[config.mk]
export PLATFORM = sky130hd
export DESIGN_NAME = rq_sideband_capture
export DESIGN_NICKNAME = d
export VERILOG_FILES = /design/src/common/rq_sideband_pkg.sv /design/src/core/wb_reg_slave.sv /design/src/core/rq_sideband_capture.sv
export VERILOG_INCLUDE_DIRS = /design/src /design/src/common
export SDC_FILE = /design/constraint.sdc
export NUM_CORES = 1
export LEC_CHECK = 0
export ABC_AREA = 1
export ABC_CLOCK_PERIOD_IN_PS = 2600
export BUFFER_PORTS_ARGS = -buffer_cell sky130_fd_sc_hd__buf_2
export CORE_AREA = 2 2 260 262
export DETAILED_ROUTE_END_ITERATION = 10
export DIE_AREA = 0 0 262 264
export RECOVER_POWER = 100
export SYNTH_ARGS = -nofsm -noshare
export SYNTH_HDL_FRONTEND = slang
export SYNTH_HIERARCHICAL = 1
export SYNTH_SLANG_ARGS = --single-unit
[constraint.sdc]
create_clock -name clock -period 2.6 [get_ports clock]
set_clock_uncertainty 0.05 [all_clocks]
set_input_delay 0.26 -clock clock [delete_from_list [all_inputs] [get_ports clock]]
set_output_delay 0.26 -clock clock [all_outputs]
set_load 0.005 [all_outputs]
[src/common/rq_sideband_params.svh]
`ifndef RQ_SIDEBAND_PARAMS_SVH
`define RQ_SIDEBAND_PARAMS_SVH

// ----------------------------------------------------------------
// Sideband bus field positions
// ----------------------------------------------------------------
`define SB_WIDTH 60
`define SB_OFFSET_LO 8
`define SB_OFFSET_HI 10
`define SB_ABORT_BIT 11
`define SB_HINT_BIT 12
`define SB_KIND_LO 13
`define SB_KIND_HI 14

// ----------------------------------------------------------------
// Stream and register map
// ----------------------------------------------------------------
`define PAYLOAD_WIDTH 256
`define REG_CTRL 8'h00
`define REG_STATUS 8'h04
`define REG_HEADER 8'h08
`define REG_COUNT 8'h0C
`define CTRL_RESET 32'h0000_0000
`define CTRL_ENDPOINT_BIT 0
`define CTRL_ADDR_ALIGN_BIT 1
`define IDLE_DATA 32'h0000_0000

`endif

[src/common/rq_sideband_pkg.sv]
package rq_sideband_pkg;

    // Request header fields taken from the first beat.
    typedef struct packed {
        logic       hintPresent;
        logic [1:0] hintKind;
        logic [2:0] laneOffset;
    } req_header_s;

    // Per-packet outcome handed to the link side.
    typedef struct packed {
        logic        nullify;
        logic        errorReport;
        req_header_s header;
    } req_result_s;

    typedef enum logic [1:0] {
        PKT_IDLE  = 2'b00,
        PKT_BODY  = 2'b01,
        PKT_ABORT = 2'b10
    } pkt_state_e;

endpackage

[src/core/wb_reg_slave.sv]
`include "rq_sideband_params.svh"

module wb_reg_slave
    import rq_sideband_pkg::*;
(
    // Clock and reset
    input  wire logic        clock,
    input  wire logic        rst_b,
    // Wishbone classic slave
    input  wire logic        wbCyc,
    input  wire logic        wbStb,
    input  wire logic        wbWe,
    input  wire logic [7:0]  wbAdr,
    input  wire logic [3:0]  wbSel,
    input  wire logic [31:0] wbDatW,
    output logic      [31:0] wbDatR,
    output logic             wbAck,
    // Block side
    output logic      [31:0] ctrl_r,
    input  wire logic [31:0] statusWord,
    input  wire logic [31:0] headerWord,
    input  wire logic [31:0] countWord
);

    logic req;
    assign req = wbCyc && wbStb && !wbAck;

    // Ack one cycle after the request; dropped the cycle after.
    always_ff @(posedge clock or negedge rst_b) begin
        if (!rst_b) begin
            wbAck <= 1'b0;
        end else begin
            wbAck <= req;
        end
    end

    always_ff @(posedge clock or negedge rst_b) begin
        if (!rst_b) begin
            ctrl_r <= `CTRL_RESET;
        end else if (req && wbWe && wbAdr == `REG_CTRL) begin
            for (int i = 0; i < 4; i++) begin
                if (wbSel[i]) begin
                    ctrl_r[i*8 +: 8] <= wbDatW[i*8 +: 8];
                end
            end
        end
    end

    // Unmapped addresses read as zero and accept writes silently.
    always_ff @(posedge clock or negedge rst_b) begin
        if (!rst_b) begin
            wbDatR <= `IDLE_DATA;
        end else if (req && !wbWe) begin
            unique case (wbAdr)
                `REG_CTRL:   wbDatR <= ctrl_r;
                `REG_STATUS: wbDatR <= statusWord;
                `REG_HEADER: wbDatR <= headerWord;
                `REG_COUNT:  wbDatR <= countWord;
                default:     wbDatR <= `IDLE_DATA;
            endcase
        end
    end

endmodule

[src/core/rq_sideband_capture.sv]
// Behaviour
// - capture offset and hint fields on first beat
// - abort nullifies the packet on the link
// - abort stays latched until packet end
// - abort only with valid, sampled with ready
// - endpoint reports aborted request through error reporting
// - hint present flag inserts a processing hint
// - hint kind copied into PH field
// - hint kind ignored without hint flag
//
// The register offsets and the Wishbone slave port were decided locally.
`include "rq_sideband_params.svh"

module rq_sideband_capture
    import rq_sideband_pkg::*;
(
    // Clock and reset
    input  wire logic                        clock,
    input  wire logic                        rst_b,
    // Request stream from the user application
    input  wire logic                        request_stream_valid,
    input  wire logic                        requestStreamLast,
    input  wire logic [`PAYLOAD_WIDTH-1:0]   request_stream_payload,
    input  wire logic [`SB_WIDTH-1:0]        request_sideband_bus,
    output logic                             request_stream_ready,
    // Link side
    input  wire logic                        linkReady,
    output logic                             linkValid,
    output logic                             linkLast,
    output logic [`PAYLOAD_WIDTH-1:0]        linkPayload,
    output req_header_s                      linkHeader,
    output logic                             linkNullify,
    output logic                             errorReportPulse,
    // Wishbone classic slave
    input  wire logic                        wbCyc,
    input  wire logic                        wbStb,
    input  wire logic                        wbWe,
    input  wire logic [7:0]                  wbAdr,
    input  wire logic [3:0]                  wbSel,
    input  wire logic [31:0]                 wbDatW,
    output logic      [31:0]                 wbDatR,
    output logic                             wbAck
);

    // ----------------------------------------------------------------
    // Registers
    // ----------------------------------------------------------------
    pkt_state_e state_r;
    req_header_s held_r;
    logic abortSticky_r;
    logic [15:0] abortCount_r;
    logic [31:0] ctrl_r;
    logic endpointMode;
    logic addrAligned;
    logic beat;
    logic firstBeat;
    logic abortNow;
    req_header_s sampled;
    logic linkValidNext;
    logic abortedEnd;

    assign endpointMode = ctrl_r[`CTRL_ENDPOINT_BIT];
    assign addrAligned = ctrl_r[`CTRL_ADDR_ALIGN_BIT];

    assign beat = request_stream_valid && request_stream_ready;
    assign firstBeat = beat && (state_r == PKT_IDLE);
    // abort counts only on accepted, non-first beats.
    assign abortNow = beat && !firstBeat && request_sideband_bus[`SB_ABORT_BIT];
    // An aborted packet ends on its last accepted beat; an abort on a first beat never counts.
    assign abortedEnd = beat && requestStreamLast && !firstBeat && (abortNow || abortSticky_r);

    function automatic req_header_s decode_header(input logic [`SB_WIDTH-1:0] sb, input logic aligned);
        req_header_s h;
        h.hintPresent = sb[`SB_HINT_BIT];
        // Kind forced to zero without a hint so stale values never leak.
        h.hintKind = sb[`SB_HINT_BIT] ? sb[`SB_KIND_HI:`SB_KIND_LO] : 2'h0;
        // Offset is meaningless in Dword mode, so it is forced to zero there.
        h.laneOffset = aligned ? sb[`SB_OFFSET_HI:`SB_OFFSET_LO] : 3'h0;
        return h;
    endfunction

    assign sampled = decode_header(request_sideband_bus, addrAligned);

    // ----------------------------------------------------------------
    // Stream handshake
    // ----------------------------------------------------------------
    // The output stage is a single register and ready is itself registered, so ready is only
    // offered when that register is sure to be empty in the next cycle. A beat is never overwritten
    // before the link has taken it; the price is at most one accepted beat every other cycle.
    assign linkValidNext = beat || (linkValid && !linkReady);

    always_ff @(posedge clock or negedge rst_b) begin
        if (!rst_b) begin
            request_stream_ready <= 1'b0;
        end else begin
            request_stream_ready <= !linkValidNext;
        end
    end

    // ----------------------------------------------------------------
    // Packet state
    // ----------------------------------------------------------------
    always_ff @(posedge clock or negedge rst_b) begin
        if (!rst_b) begin
            state_r <= PKT_IDLE;
        end else if (beat) begin
            unique case (state_r)
                PKT_IDLE:  state_r <= requestStreamLast ? PKT_IDLE : PKT_BODY;
                PKT_BODY:  state_r <= requestStreamLast ? PKT_IDLE : (abortNow ? PKT_ABORT : PKT_BODY);
                PKT_ABORT: state_r <= requestStreamLast ? PKT_IDLE : PKT_ABORT;
                default:   state_r <= PKT_IDLE;
            endcase
        end
    end

    always_ff @(posedge clock or negedge rst_b) begin
        if (!rst_b) begin
            held_r <= '0;
        end else if (firstBeat) begin
            held_r <= sampled;
        end
    end

    // Sticky within the packet; cleared when the next packet starts.
    always_ff @(posedge clock or negedge rst_b) begin
        if (!rst_b) begin
            abortSticky_r <= 1'b0;
        end else if (firstBeat) begin
            abortSticky_r <= 1'b0;
        end else if (abortNow) begin
            abortSticky_r <= 1'b1;
        end
    end

    // ----------------------------------------------------------------
    // Link output stage
    // ----------------------------------------------------------------
    always_ff @(posedge clock or negedge rst_b) begin
        if (!rst_b) begin
            linkValid <= 1'b0;
        end else if (beat) begin
            linkValid <= 1'b1;
        end else if (linkReady) begin
            linkValid <= 1'b0;
        end
    end

    // Ending early on the abort beat is allowed; last closes the packet.
    always_ff @(posedge clock or negedge rst_b) begin
        if (!rst_b) begin
            linkLast <= 1'b0;
            linkPayload <= '0;
        end else if (beat) begin
            linkLast <= requestStreamLast;
            linkPayload <= request_stream_payload;
        end
    end

    always_ff @(posedge clock or negedge rst_b) begin
        if (!rst_b) begin
            linkHeader <= '0;
        end else if (beat) begin
            linkHeader <= firstBeat ? sampled : held_r;
        end
    end

    // Every beat from the abort beat on is nullified; earlier beats are not.
    always_ff @(posedge clock or negedge rst_b) begin
        if (!rst_b) begin
            linkNullify <= 1'b0;
        end else if (beat) begin
            linkNullify <= abortNow || (abortSticky_r && !firstBeat);
        end
    end

    // In endpoint mode, one error report per aborted packet, at its end.
    always_ff @(posedge clock or negedge rst_b) begin
        if (!rst_b) begin
            errorReportPulse <= 1'b0;
        end else begin
            errorReportPulse <= endpointMode && abortedEnd;
        end
    end

    always_ff @(posedge clock or negedge rst_b) begin
        if (!rst_b) begin
            abortCount_r <= 16'h0000;
        end else if (abortedEnd) begin
            abortCount_r <= abortCount_r + 16'h0001;
        end
    end

    // ----------------------------------------------------------------
    // Status words
    // ----------------------------------------------------------------
    logic [31:0] statusWord;
    logic [31:0] headerWord;
    logic [31:0] countWord;

    // Unused upper bits read as zero.
    assign statusWord = {28'h0000000, abortSticky_r, 1'b0, state_r};
    assign headerWord = {26'h0, held_r};
    assign countWord = {16'h0000, abortCount_r};

    // ----------------------------------------------------------------
    // Register access
    // ----------------------------------------------------------------
    wb_reg_slave regs (
        .clock(clock),
        .rst_b(rst_b),
        .wbCyc(wbCyc),
        .wbStb(wbStb),
        .wbWe(wbWe),
        .wbAdr(wbAdr),
        .wbSel(wbSel),
        .wbDatW(wbDatW),
        .wbDatR(wbDatR),
        .wbAck(wbAck),
        .ctrl_r(ctrl_r),
        .statusWord(statusWord),
        .headerWord(headerWord),
        .countWord(countWord)
    );

endmodule

==> reports/qor.yml <==
sta:
  final-hold-violation-count: 0
  min_period_over_period: 0.7782
  fin_ws_ps: 576.6
  fin_worst_hold_slack_ps: 61.15
  unrepaired_setup_endpoints_after_global_routing: "false"
  actual_slew_at_the_worst_max_slew_pin_ps: 961.7
  slew_headroom: 0.3589
  timing.setup.tns_ps: 0
  drv_slew: 0
  maxClockFrequency_mhz: 494.2
  count_of_endpoints_failing_setup_in_the_final_report: 0
  final_period_minus_worst_setup_slack_ps: 2023
finish:
  total_area_of_multi_input_combinational_cells_um2: 5507
  final-seq-area_um2: 8934
  fill_count: 6988
  area_growth_pct: 54.46
  final_net_count: 3136
  drive_above_1_share: 0.1718
route:
  detail_route.vias_per_cell: 4.105
  dr_total_vias: 15110
  post-route-drc-count: 0
  first_iter_violations: 961
  postRouteAntennaNets: 0
  drt_first_pass_iters: 5
  avgRoutedWirePerCell_um: 15.06
  finalWirelength_um: 55450
setup_path:
  r2r.worst_path.cells: 6
  timing.critical_path.slowest_stage_cell: "sky130_fd_sc_hd__clkbuf_2"
  cp-startpoint: "request_stream_ready"
  worst_ep_required_time_ps: 3040
  start_to_end_type_of_the_worst_setup_path: "flip-flop to flip-flop"
  worst_setup_path_start_kind: "flip-flop"
  crit_path_frequent_cell: "sky130_fd_sc_hd__nand2_1"
  endpoint_kind: "flip-flop"
  worst_path_largest_cell_delay_ps: 530
  cp_cell_sequence: "nand2_8 > inv_8 > buf_12 > clkbuf_2 > nand2_1 > nand2_1"
  arrival_time_worst_endpoint_ps: 2460
  crit_fanout: 71
  reg2reg_from: "request_stream_ready"
yosys:
  cell_taking_the_most_area_after_synthesis: "sky130_fd_sc_hd__dfrtp_1"
  synth.avg_cell_area_um2: 8.337
  synth.top_cell.area_share: 0.5933
  synth_area_um2: 15060
  ys_async_sr_fraction: 1.000
  synth.top_cells.by_area: "sky130_fd_sc_hd__dfrtp_1 59%, sky130_fd_sc_hd__nand2_1 26%, sky130_fd_sc_hd__nand3_1 3.6%"
  ys_ff_latch: 357
  number_of_instances_in_the_synthesized_netlist: 1806
  synth_most_common_cell: "sky130_fd_sc_hd__nand2_1"
  yosys.cell_types.count: 28
  ys_warn_count: 6
  yosysSeqAreaShare: 0.5933
  number_of_flops_mapped_to_enable_cells_by_yosys: 0
  synth_commonest_cells: "1,053 x sky130_fd_sc_hd__nand2_1, 357 x sky130_fd_sc_hd__dfrtp_1, 108 x sky130_fd_sc_hd__nand3_1, 57 x sky130_fd_sc_hd__buf_2, 56 x sky130_fd_sc_hd__inv_1"
  ys_dominant_reg_cell: "sky130_fd_sc_hd__dfrtp_1"
hold_path:
  hold_path_startpoint: "wbStb"
  min_delay_path_depth: 5
  hp-class: "primary input to flip-flop"
clock_network:
  clkTransAtPathRegs_ps: 60
  cts_made_buffers: 41
  cts_root_buffer: "sky130_fd_sc_hd__clkbuf_16"
  cts_post_setup_buffers_inserted: 0
  cts_buffer_depth: 3
  clock_latency_ps: 560
  clock_tree_from_tritoncts: "done"
  ctsHtreeMaxLevel: 2
  cts.sinks: 357
die:
  fp.dieArea_um2: 69170
  core.rowCount: 95
  fp.coreArea_um2: 66560
  initial_utilization: 0.2262
  floorplan.io_pins: 668
  die_width_um: 262
  floorplan.die.height_um: 264
grt:
  grt_pass1_wl_um: 84220
  largest_net_degree_at_the_start_of_global_routing: 183
  grtUsageTotal: 0.1554
  gr-total-overflow: 0
  via_count_of_the_first_global_routing_pass: 15080
  grt_antenna_before_repair: 13
place:
  io_buffer_count: 614
  hpwlAfterDp_um: 37120
  dpl_worst_slack_ps: 778.5
  gp_routability_congestion: 0.8103
run:
  cap_viol_max_count: 0
pwr:
  static-leakage-power_nw: 12.34
  total_power_mw: 16.41
  vdd_drop_max_v: 0.0004078
  powerDensity_nw_per_um2: 705.4
run_status:
  outcome: "complete, no violations"
-- area by class of cell --
class,count,share of cell area
Sequential cell,357,0.3841
Timing Repair Buffer,941,0.2588
Multi-Input combinational cell,1366,0.2368
Clock buffer,61,0.05251
Tap cell,873,0.04697
Inverter,60,0.01001
Clock inverter,14,0.009899
Antenna cell,9,0.0009684
-- per-layer routing --
metal | part of all wire | wire length, um | up-vias | track usage
li1 | - | - | 7392 | -
met1 | 0.40 | 22430 | 7020 | 0.1858
met2 | 0.49 | 26900 | 564 | 0.2584
met3 | 0.070 | 3875 | 133 | 0.04174
met4 | 0.040 | 2231 | 2 | 0.07253
met5 | 0.00023 | 13 | - | 0
-- through the flow --
step / instance area [um2] / utilization / std cells
detailed placement: 19350 / 0.2908 / 3301
global placement: 19350 / 0.2908 / 3301
floorplan: 15320 / - / 1876
finish: 23260 / 0.3494 / 3681
CTS: 23770 / 0.3571 / 3672
global route: 23260 / 0.3494 / 3681
-- flip-flops by register name (all words and copies together) (netlist names), 2 cells and up --
signal	flops
headerWord	6
linkHeader	6
linkPayload	256
state_r	2
regs/ctrl_r	32
regs/wbDatR	32
abortCount_r	16
-- worst max-delay path, delay by kind of cell (launching register included) --
kind / cells / cell delay, ps
simple gates: 3 / 320
flops: 1 / 450
buf+inv: 3 / 1020
-- cell families (layout without fill, tap and decap cells) --
group,Yosys count,in the layout,synth area share
flops,357,357,0.5933
fa+ha+maj,1,1,0.0008308
xor+xnor,8,8,0.004654
compound gates,81,81,0.03623
buf+inv,153,1076,0.04828
simple gates,1205,1205,0.3164
other cells,1,80,0.0002491
-- worst paths after layout --
check,to,slack (ps)
max in group asynchronous,linkPayload[58],940
worst max register to register,linkPayload[241],580
min in group asynchronous,regs/wbDatR[10],240
worst min register to register,linkPayload[195],420
worst max-delay path,linkPayload[241],580
worst min-delay path,regs/wbAck,60
-- power by group --
part | internal (mW) | switching [mW] | total [mW]
combinational | 1.34 | 1.79 | 3.13
clock | 3.76 | 2.46 | 6.22
sequential | 6.48 | 0.567 | 7.05
total | 11.6 | 4.82 | 16.4
-- cell usage in the layout (no fill, tap or decap), drive strengths merged --
master	n
ha	1
clkinvlp	2
dfrtp	357
nor2	35
a21oi	2
clkinv	6
inv	61
o21ai	76
conb	71
xnor2	8
clkbuf	314
nand3	112
buf	392
diode	9
nand2	1057
o21bai	1
o22ai	1
bufinv	5
a31oi	1
nand4	1
dlygate4sd3	296
-- timing repair --
action / in CTS / in global routing
resized for setup: 0 / 0
hold buffers: 296 / 0
hold endpoints to repair: 356 / 0
(Power assumes the default switching activity.)
